<file path="src/core/smq_pkg.sv">
package smq_pkg;
  // Widths of the link between host controller and measuring device, of the device's counters and accumulator, and of the APB address.
  localparam int DATA_W   = 24;
  localparam int ADDR_W   = 4;
  localparam int NUM_REGS = 16;
  localparam int CNT_W    = 12;
  localparam int TMR_W    = 16;
  localparam int ACC_W    = 36;
  localparam int PADDR_W  = 8;

  // Measuring cycle timing at the pclk rate.
  localparam int PCLK_MHZ        = 200;
  localparam int CYCLE_TIME_NS   = 65000;
  localparam int MEAS_CYCLE_CLKS = CYCLE_TIME_NS * PCLK_MHZ / 1000;

  // Device configuration register indices.
  localparam logic [ADDR_W-1:0] REG_CTRL    = 4'h0;
  localparam logic [ADDR_W-1:0] REG_AVG     = 4'h1;
  localparam logic [ADDR_W-1:0] REG_SCALE_A = 4'h3;
  localparam logic [ADDR_W-1:0] REG_SCALE_B = 4'h4;
  localparam logic [ADDR_W-1:0] REG_NOISE   = 4'h6;
  localparam logic [ADDR_W-1:0] REG_OFFS1   = 4'hC;
  localparam logic [ADDR_W-1:0] REG_OFFS2   = 4'hD;
  localparam logic [ADDR_W-1:0] REG_SPAN1   = 4'hE;
  localparam logic [ADDR_W-1:0] REG_SPAN2   = 4'hF;

  // Field positions and encodings.
  localparam int CTRL_ONE_SHOT_BIT   = 0;
  localparam int CTRL_SUB_OFFS_BIT   = 1;
  localparam int CTRL_FULLBRIDGE_BIT = 2;
  localparam int DITHER_BIT          = 16;
  localparam int DUMMY_W             = 3;
  localparam logic [DUMMY_W-1:0] MAX_DUMMY = 3'h4;
  localparam logic [CNT_W-1:0] TEMP_CYCLES = 12'h002;
  localparam int CYCLES_PER_HB_LOG2  = 3;
  localparam logic [DATA_W-1:0] SPAN_UNITY = 24'h010000;
  localparam logic [DATA_W-1:0] SCALE_HALF = 24'h200000;
  localparam int SPAN_SHIFT  = 16;
  localparam int SCALE_SHIFT = 22;
  localparam logic [7:0] CAL_AVG = 8'hFF;

  // Configuration reset values.
  localparam logic [DATA_W-1:0] CTRL_RESET  = 24'h000004;
  localparam logic [DATA_W-1:0] AVG_RESET   = 24'h000001;
  localparam logic [DATA_W-1:0] NOISE_RESET = 24'h010000;

  // Host controller APB register byte addresses and bits.
  localparam logic [PADDR_W-1:0] H_CTRL   = 8'h00;
  localparam logic [PADDR_W-1:0] H_STATUS = 8'h04;
  localparam logic [PADDR_W-1:0] H_MASK   = 8'h08;
  localparam logic [PADDR_W-1:0] H_RESULT = 8'h0C;
  localparam logic [PADDR_W-1:0] H_CFG    = 8'h10;
  localparam logic [PADDR_W-1:0] H_OFFS   = 8'h14;
  localparam logic [PADDR_W-1:0] H_SPAN   = 8'h18;
  localparam int HC_START = 0;
  localparam int HC_PIN   = 1;
  localparam int HC_AUTO  = 2;
  localparam int HC_INIT  = 3;
  localparam int HC_CAL   = 4;
  localparam int ST_W     = 3;
  localparam int HS_RESULT = 0;
  localparam int HS_INIT   = 1;
  localparam int HS_CAL    = 2;

  // Kind of measuring cycle reported on the device's user side.
  typedef enum logic [2:0] {
    CY_NONE, CY_BRIDGE, CY_GAIN, CY_TEMP, CY_DUMMY
  } smq_cycle_t;
endpackage : smq_pkg

</file>
<file path="src/core/smq_link_if.sv">
`timescale 1ns/1ps
// Parallel view of the serial configuration link, start pin and interrupt.
interface smq_link_if;
  import smq_pkg::*;
  logic              cfg_we;
  logic [ADDR_W-1:0] cfg_addr;
  logic [DATA_W-1:0] cfg_data;
  logic              start_cmd;
  logic              start_pin;
  logic              intr;
  logic              busy;
  logic [DATA_W-1:0] result;

  modport dev (
    input  cfg_we, cfg_addr, cfg_data, start_cmd, start_pin,
    output intr, busy, result
  );
  modport host (
    output cfg_we, cfg_addr, cfg_data, start_cmd, start_pin,
    input  intr, busy, result
  );
endinterface : smq_link_if

</file>
<file path="src/core/smq_device.sv">
`timescale 1ns/1ps
module smq_device #(
  parameter int                    MEAS_CYCLE_CLKS = smq_pkg::MEAS_CYCLE_CLKS,
  parameter logic [smq_pkg::DATA_W-1:0] TEMP_REF   = 24'h000000
) (
  input  wire logic                  pclk,
  input  wire logic                  presetn,
  smq_link_if.dev                    link,
  input  wire logic [smq_pkg::DATA_W-1:0] raw_bridge,
  input  wire logic [smq_pkg::DATA_W-1:0] raw_temp,
  output logic                       cycle_done,
  output smq_pkg::smq_cycle_t        cycle_kind
);
  import smq_pkg::*;

  typedef enum logic [2:0] {
    ST_HALT, ST_BRIDGE, ST_GAIN, ST_TEMP, ST_DIV, ST_DUMMY
  } smq_dev_state_t;

  smq_dev_state_t    state;
  logic [DATA_W-1:0] cfg [NUM_REGS];
  logic [TMR_W-1:0]  tmr;
  logic [15:0]       lfsr;
  logic [CNT_W-1:0]  cnt;
  logic [CNT_W-1:0]  bridge_n;
  logic [ACC_W-1:0]  acc;
  logic [ACC_W-1:0]  div_q;
  logic [CNT_W:0]    div_r;
  logic [5:0]        div_i;
  logic [DATA_W-1:0] temp_q;
  logic              first_cycle;

  logic              one_shot;
  logic              sub_en;
  logic              dither_on;
  logic [DUMMY_W-1:0] dummy_n;
  logic [CNT_W-1:0]  bridge_total;
  logic              timing;
  logic              cycle_end;
  logic              start_req;
  logic [CNT_W:0]    r_sh;
  logic [DATA_W-1:0] next_result;

  // Reset value of each configuration word.
  function automatic logic [DATA_W-1:0] cfg_reset(input int idx);
    logic [DATA_W-1:0] v;
    v = '0;
    if (idx == int'(REG_CTRL))
      v = CTRL_RESET;
    else if (idx == int'(REG_AVG))
      v = AVG_RESET;
    else if (idx == int'(REG_SCALE_A) || idx == int'(REG_SCALE_B))
      v = SCALE_HALF;
    else if (idx == int'(REG_NOISE))
      v = NOISE_RESET;
    else if (idx == int'(REG_SPAN1) || idx == int'(REG_SPAN2))
      v = SPAN_UNITY;
    return v;
  endfunction : cfg_reset

  // Bridge cycles: halfbridges times averaging count times eight.
  function automatic logic [CNT_W-1:0] bridge_cycles(
    input logic       fullbridge,
    input logic [7:0] avg
  );
    logic [CNT_W-1:0] a;
    a = (avg == 8'h00) ? 12'h001 : {4'h0, avg};
    a = a << CYCLES_PER_HB_LOG2;
    return fullbridge ? (a << 1) : a;
  endfunction : bridge_cycles

  // Offset removal, the two result scales and span correction.
  function automatic logic [DATA_W-1:0] calc_result(
    input logic [DATA_W-1:0] mean,
    input logic [DATA_W-1:0] offs,
    input logic              sub,
    input logic [DATA_W-1:0] sa,
    input logic [DATA_W-1:0] sb,
    input logic [DATA_W-1:0] span,
    input logic [DATA_W-1:0] temp
  );
    logic signed [DATA_W+1:0] diff;
    logic signed [DATA_W+1:0] scl;
    logic signed [DATA_W+1:0] tdev;
    logic signed [2*DATA_W+3:0] prod;
    logic signed [2*DATA_W+3:0] corr;
    diff = $signed({2'b00, mean}) - (sub ? $signed({{2{offs[DATA_W-1]}}, offs})
                                         : $signed(26'h0000000));
    scl  = $signed({2'b00, sa}) + $signed({2'b00, sb});
    tdev = $signed({2'b00, temp}) - $signed({2'b00, TEMP_REF});
    prod = (diff * scl) >>> SCALE_SHIFT;
    corr = (tdev * $signed({2'b00, span})) >>> SPAN_SHIFT;
    prod = prod + corr;
    return prod[DATA_W-1:0];
  endfunction : calc_result

  // Decoded configuration fields.
  always_comb
  begin
    one_shot     = cfg[REG_CTRL][CTRL_ONE_SHOT_BIT];
    sub_en       = cfg[REG_CTRL][CTRL_SUB_OFFS_BIT];
    dither_on    = ~cfg[REG_NOISE][DITHER_BIT];
    dummy_n      = (cfg[REG_NOISE][DUMMY_W-1:0] > MAX_DUMMY) ? MAX_DUMMY
                                                             : cfg[REG_NOISE][DUMMY_W-1:0];
    bridge_total = bridge_cycles(cfg[REG_CTRL][CTRL_FULLBRIDGE_BIT],
                                 cfg[REG_AVG][7:0]);
    timing       = (state != ST_HALT) && (state != ST_DIV);
    cycle_end    = timing && (tmr == '0);
    start_req    = link.start_cmd | link.start_pin;
    r_sh         = {div_r[CNT_W-1:0], div_q[ACC_W-1]};
    next_result  = calc_result((div_q[ACC_W-1:DATA_W] != '0) ? {DATA_W{1'b1}}
                                                             : div_q[DATA_W-1:0],
                               cfg[REG_OFFS1], sub_en, cfg[REG_SCALE_A],
                               cfg[REG_SCALE_B], cfg[REG_SPAN1], temp_q);
  end

  // Configuration words written over the link; values stay meaningful
  // only once the host has written them, as the link does not verify.
  always_ff @(posedge pclk or negedge presetn)
  begin
    if (!presetn)
    begin
      for (int i = 0; i < NUM_REGS; i++)
        cfg[i] <= cfg_reset(i);
    end
    else if (link.cfg_we)
    begin
      cfg[link.cfg_addr] <= link.cfg_data;
    end
  end

  // Free-running noise source for timing dither.
  always_ff @(posedge pclk or negedge presetn)
  begin
    if (!presetn)
      lfsr <= 16'hACE1;
    else
      lfsr <= {lfsr[14:0], lfsr[15] ^ lfsr[13] ^ lfsr[12] ^ lfsr[10]};
  end

  // Measuring cycle timer; dither stretches each cycle by 0 to 3 clocks,
  // which trades short-term noise for less slow drift.
  always_ff @(posedge pclk or negedge presetn)
  begin
    if (!presetn)
      tmr <= '0;
    else if (!timing || cycle_end)
      tmr <= TMR_W'(MEAS_CYCLE_CLKS - 1)
             + (dither_on ? {{(TMR_W-2){1'b0}}, lfsr[1:0]} : '0);
    else
      tmr <= tmr - 1'b1;
  end

  // Measurement sequence: bridge, gain, temperature, compute, dummies.
  always_ff @(posedge pclk or negedge presetn)
  begin
    if (!presetn)
    begin
      state    <= ST_HALT;
      cnt      <= '0;
      bridge_n <= '0;
    end
    else
    begin
      case (state)
        ST_HALT:
          if (start_req)
          begin
            state    <= ST_BRIDGE;
            cnt      <= bridge_total;
            bridge_n <= bridge_total;
          end
        ST_BRIDGE:
          if (cycle_end)
          begin
            cnt <= cnt - 1'b1;
            if (cnt == 12'h001)
              state <= ST_GAIN;
          end
        ST_GAIN:
          if (cycle_end)
          begin
            state <= ST_TEMP;
            cnt   <= TEMP_CYCLES;
          end
        ST_TEMP:
          if (cycle_end)
          begin
            cnt <= cnt - 1'b1;
            if (cnt == 12'h001)
              state <= ST_DIV;
          end
        ST_DIV:
          if (div_i == '0)
          begin
            cnt <= {{(CNT_W-DUMMY_W){1'b0}}, dummy_n};
            if (dummy_n != '0)
              state <= ST_DUMMY;
            else if (one_shot)
              state <= ST_HALT;
            else
            begin
              state    <= ST_BRIDGE;
              cnt      <= bridge_total;
              bridge_n <= bridge_total;
            end
          end
        ST_DUMMY:
          if (cycle_end)
          begin
            cnt <= cnt - 1'b1;
            if (cnt == 12'h001)
            begin
              if (one_shot)
                state <= ST_HALT;
              else
              begin
                state    <= ST_BRIDGE;
                cnt      <= bridge_total;
                bridge_n <= bridge_total;
              end
            end
          end
        default:
          state <= ST_HALT;
      endcase
    end
  end

  // Bridge accumulation and temperature capture at cycle ends.
  always_ff @(posedge pclk or negedge presetn)
  begin
    if (!presetn)
    begin
      acc    <= '0;
      temp_q <= '0;
    end
    else if (state == ST_HALT || state == ST_DIV)
      acc <= '0;
    else if (cycle_end && state == ST_BRIDGE)
      acc <= acc + {{(ACC_W-DATA_W){1'b0}}, raw_bridge};
    else if (cycle_end && state == ST_TEMP)
      temp_q <= raw_temp;
  end

  // Serial divider forms the mean over the bridge cycles, one bit a clock,
  // chosen over a wide array divider since the cycle is long anyway.
  always_ff @(posedge pclk or negedge presetn)
  begin
    if (!presetn)
    begin
      div_q <= '0;
      div_r <= '0;
      div_i <= '0;
    end
    else if (state != ST_DIV)
    begin
      div_q <= acc;
      div_r <= '0;
      div_i <= 6'(ACC_W);
    end
    else if (div_i != '0)
    begin
      div_i <= div_i - 1'b1;
      if (r_sh >= {1'b0, bridge_n})
      begin
        div_r <= r_sh - {1'b0, bridge_n};
        div_q <= {div_q[ACC_W-2:0], 1'b1};
      end
      else
      begin
        div_r <= r_sh;
        div_q <= {div_q[ACC_W-2:0], 1'b0};
      end
    end
  end

  // Result, interrupt and busy towards the host; the interrupt falls when
  // the first cycle of the following measurement ends.
  always_ff @(posedge pclk or negedge presetn)
  begin
    if (!presetn)
    begin
      link.result <= '0;
      link.intr   <= 1'b0;
      link.busy   <= 1'b0;
      first_cycle <= 1'b0;
    end
    else
    begin
      link.busy <= (state != ST_HALT);
      if (state == ST_DIV && div_i == '0)
      begin
        link.result <= next_result;
        link.intr   <= 1'b1;
      end
      else if (first_cycle && cycle_end)
        link.intr <= 1'b0;
      if (state == ST_DIV)
        first_cycle <= 1'b0;
      else if (state == ST_HALT && start_req)
        first_cycle <= 1'b1;
      else if (state == ST_DUMMY && cycle_end && cnt == 12'h001)
        first_cycle <= 1'b1;
      else if (cycle_end)
        first_cycle <= 1'b0;
      if (state == ST_DIV && div_i == '0 && dummy_n == '0)
        first_cycle <= 1'b1;
    end
  end

  // Cycle reporting on the user side.
  always_ff @(posedge pclk or negedge presetn)
  begin
    if (!presetn)
    begin
      cycle_done <= 1'b0;
      cycle_kind <= CY_NONE;
    end
    else
    begin
      cycle_done <= cycle_end;
      case (state)
        ST_BRIDGE: cycle_kind <= CY_BRIDGE;
        ST_GAIN:   cycle_kind <= CY_GAIN;
        ST_TEMP:   cycle_kind <= CY_TEMP;
        ST_DUMMY:  cycle_kind <= CY_DUMMY;
        default:   cycle_kind <= CY_NONE;
      endcase
    end
  end
endmodule : smq_device

</file>
<file path="src/flat_wrapper.sv">
// flat-port wrapper written by rule: the top's interface ports become plain ports
module smq_device_flat import smq_pkg::*;
#(
  parameter int                    MEAS_CYCLE_CLKS = smq_pkg::MEAS_CYCLE_CLKS,
  parameter logic [smq_pkg::DATA_W-1:0] TEMP_REF   = 24'h000000
)
  (pclk, presetn, raw_bridge, raw_temp, cycle_done, cycle_kind, link_cfg_we, link_cfg_addr, link_cfg_data, link_start_cmd, link_start_pin, link_intr, link_busy, link_result);
  smq_link_if link_i ();
  input  wire logic pclk;
  input  wire logic presetn;
  input  wire logic [smq_pkg::DATA_W-1:0] raw_bridge;
  input  wire logic [smq_pkg::DATA_W-1:0] raw_temp;
  output logic cycle_done;
  output smq_pkg::smq_cycle_t cycle_kind;
  input wire logic [$bits(link_i.cfg_we)-1:0] link_cfg_we;
  input wire logic [$bits(link_i.cfg_addr)-1:0] link_cfg_addr;
  input wire logic [$bits(link_i.cfg_data)-1:0] link_cfg_data;
  input wire logic [$bits(link_i.start_cmd)-1:0] link_start_cmd;
  input wire logic [$bits(link_i.start_pin)-1:0] link_start_pin;
  output wire logic [$bits(link_i.intr)-1:0] link_intr;
  output wire logic [$bits(link_i.busy)-1:0] link_busy;
  output wire logic [$bits(link_i.result)-1:0] link_result;
  assign link_i.cfg_we = link_cfg_we;
  assign link_i.cfg_addr = link_cfg_addr;
  assign link_i.cfg_data = link_cfg_data;
  assign link_i.start_cmd = link_start_cmd;
  assign link_i.start_pin = link_start_pin;
  assign link_intr = link_i.intr;
  assign link_busy = link_i.busy;
  assign link_result = link_i.result;
  smq_device #(.MEAS_CYCLE_CLKS(MEAS_CYCLE_CLKS), .TEMP_REF(TEMP_REF)) u_core (.pclk(pclk), .presetn(presetn), .link(link_i), .raw_bridge(raw_bridge), .raw_temp(raw_temp), .cycle_done(cycle_done), .cycle_kind(cycle_kind));
endmodule
</file>
<file path="config.mk">
export PLATFORM = sky130hd
export DESIGN_NAME = smq_device_flat
export DESIGN_NICKNAME = d
export VERILOG_FILES = /design/src/core/smq_pkg.sv /design/src/core/smq_link_if.sv /design/src/core/smq_device.sv /design/src/flat_wrapper.sv
export SDC_FILE = /design/constraint.sdc
export NUM_CORES = 2
export LEC_CHECK = 0
export BUFFER_PORTS_ARGS = -buffer_cell sky130_fd_sc_hd__buf_2
export CORE_AREA = 2 2 353 355
export DETAILED_ROUTE_END_ITERATION = 10
export DIE_AREA = 0 0 355 357
export PLACE_DENSITY = 0.6
export SETUP_SLACK_MARGIN = 0.2
export SLEW_MARGIN = 15
export SYNTH_ARGS = -nofsm -noshare
export SYNTH_HDL_FRONTEND = slang
export SYNTH_SLANG_ARGS = --single-unit
</file>
<file path="constraint.sdc">
create_clock -name pclk -period 15.5 [get_ports pclk]
set_input_delay 1.55 -clock pclk [delete_from_list [all_inputs] [get_ports pclk]]
set_output_delay 1.55 -clock pclk [all_outputs]
set_load 0.02 [all_outputs]
</file>
==> metrics.txt <==
RSZ-0062 raised after global routing=no; #FFs+latches synth=312; first-pass GRT wire length=247,000 um; Reg2Reg Setup Slack=1.81 ns; Startpoint Class=register; Max-slew headroom=16.8%; Synth Warn #=0; Primary FF master, synth=dfrtp_1; design area=0.0588 mm2; DRC=0; count of cell types in the netlist=73; core area=0.123 mm2; Crit Path Category=reg -> reg; GP Congestion=0.899; die footprint=0.127 mm2; most frequent CP cell=fa_1; area grow syn2layout=7.21%; status=finished clean; Max stage delay on crit path=0.65 ns; post-synthesis sequential area ratio=14.3%; ys async rst share=100%; FF-to-FF Start=u_core.div_q[33]; Avg Cell Area, Syn=9.20 um2; crit path time final=13.69 ns; CTS clk-pin slew, worst paths=0.08 ns; starting density of the core=44.6%; chip width=355 um; Max Fclk=0.0730 GHz; Final ANT Viol Nets=0; synthesized area=0.0549 mm2; hold path cells=0; hold-critical path endpoint=u_core.lfsr[15]; worst clock skew=0.0395 ns; Clk Tree Root Cell=clkbuf_16; worst reg-to-reg path cell count=47; DR vias/cell=5.32; largest net degree at the start of global routing=167; Final Hold Vio Count=0; Post-Synthesis Cells=5,966; CTS Buf Count=37; max-cap violation count=0; synthesized net count=7,500; final setup violation count=0; vias in the first global route=43,277; Max stage delay cell, worst path=xnor2_2; Min-Delay Path Class=reg -> reg; number of synthesized flops with an enable pin=0; R2R Path End=u_core.link.result[23]; CTS tree=built; min-delay src=u_core.lfsr[14]; Worst EP required=16.01 ns; Ports=111; CP endpoint kind=register; dpl hpwl=124,000 um; layout cell share with drive strength beyond 1=8.57%; Clock Latency Late Sink=0.60 ns; row count=129; post-CTS sizing=0; clk buf depth=3; Final Max Tran Viols=0; TritonRoute pass-1 iters=6; Post-Place Cell Area=0.0576 mm2; layout net count=7,509; register area=0.00783 mm2; Die Y=357 um; initial antenna violation count=14; CTS sink count=312; number of port buffers=110; number of fill cells=11,841; total number of vias=40,620; final worst-path cycle share=88.3%; CP Max Fanout=24; cts hold-fix bufs=0; Post-Route WL=156,000 um; arrival time worst endpoint=14.20 ns; setup TNS=0 ns; Worst-Margin Slew=1.25 ns; First DRT Iteration DRCs=2,592; Post-CTS Setup Bufs=0; total gr overflow=0; multi-input combinational cell area=0.0418 mm2; global-route usage over all layers=25.3%; drt wl/cell=20.4 um; H-tree Lvls=2
## stage by stage
step                      utilization [%]  hold slack, ns  instances  worst slack, ns
final                                47.8           0.341       7639             1.81
after global routing                 47.8           0.355       7637            0.775
after CTS                            47.8           0.349       7636             1.85
after detailed placement             46.9           0.339       7573             1.84
after global placement               46.9           0.336       7573             2.04
after floorplan                         -           0.331       5966             3.39
## critical path: cells and delay by family (launching register included)
| kind | cells | cell delay, ns |
|---|---|---|
| AOI/OAI and AO/OA | 17 | 4.51 |
| xor gates and xnor gates | 4 | 1.23 |
| adders and majority gates | 11 | 4.88 |
| buffers and inverters | 6 | 0.59 |
| DFF | 1 | 0.40 |
| muxes | 1 | 0.23 |
| and+or+nand+nor | 8 | 1.78 |
## final cells by class
| type | count | area share, % |
|---|---|---|
| multi-input cells | 4193 | 71.0 |
| clock inverters | 12 | 0.266 |
| flip-flops and latches | 312 | 13.3 |
| well taps | 1637 | 3.48 |
| inverters | 1205 | 7.69 |
| repair buffers | 226 | 2.45 |
| clock buffers | 51 | 1.76 |
| diodes | 3 | 0.0128 |
## layer usage
metal | vias up | wire length (um) | global-route usage [%]
met2 | 1265 | 74300 | 42.7
met5 | - | 82 | 0
li1 | 18113 | - | -
met3 | 300 | 11000 | 4.85
met4 | 14 | 6200 | 8.90
met1 | 20928 | 63900 | 32.7
## sequential cells by signal, indices dropped and copies added (netlist names)
register	cells
u_core.link.intr	1
u_core.lfsr	16
u_core.state	3
u_core.link.result	24
u_core.bridge_n	9
u_core.acc	36
u_core.first_cycle	1
u_core.link.busy	1
u_core.cycle_done	1
u_core.div_i	6
u_core.div_r	12
u_core.div_q	36
u_core.cycle_kind	3
u_core.tmr	16
u_core.temp_q	24
u_core.cfg	111
u_core.cnt	12
## cells by family (layout without fill, tap and decap cells)
kind of cell	count (synthesis)	in the layout	share of synthesized area, %
AOI/OAI and AO/OA	533	533	6.37
xor gates and xnor gates	219	219	3.52
adders and majority gates	1453	1453	48.0
buffers and inverters	1461	1494	10.0
DFF	312	312	14.3
muxes	156	156	3.15
other	0	3	0
and+or+nand+nor	1832	1832	14.7
## worst max-delay path by stage
stage | endpoint | startpoint | slack [ns]
final | u_core.link.result[23] | u_core.div_q[33] | 1.81
after global routing | u_core.link.result[23] | u_core.div_q[33] | 0.78
after CTS | u_core.link.result[23] | u_core.div_q[30] | 1.85
after detailed placement | u_core.link.result[23] | u_core.div_q[30] | 1.84
after global placement | u_core.link.result[23] | u_core.div_q[30] | 2.04
after floorplan | u_core.link.result[23] | u_core.div_q[26] | 3.39
## synth_stat cells, drive strengths merged, types with 101 or more instances
| cell type | number | area, um2 |
|---|---|---|
| clkbuf | 247 | 927 |
| dfrtp | 298 | 7460 |
| a21oi | 133 | 666 |
| fa | 1084 | 21700 |
| nand2 | 797 | 2990 |
| and2 | 189 | 1180 |
| mux2 | 134 | 1510 |
| o21ai | 101 | 509 |
| nor2 | 543 | 2040 |
| xnor2 | 141 | 1230 |
| inv | 1205 | 4520 |
| ha | 369 | 4620 |
## placed cells by master (no fill, tap or decap), drive strengths merged, types with 61 or more instances in the layout
cell / instances
mux2: 134
inv: 1210
a21oi: 133
nand2: 797
nand2b: 61
nor2: 543
fa: 1084
xor2: 77
and2: 189
o21ai: 101
dfrtp: 298
ha: 369
buf: 226
xnor2: 141
Power is left out: the tool's default activity adds up to more than one toggle a clock period on the data nets, which glitch-free logic cannot reach.
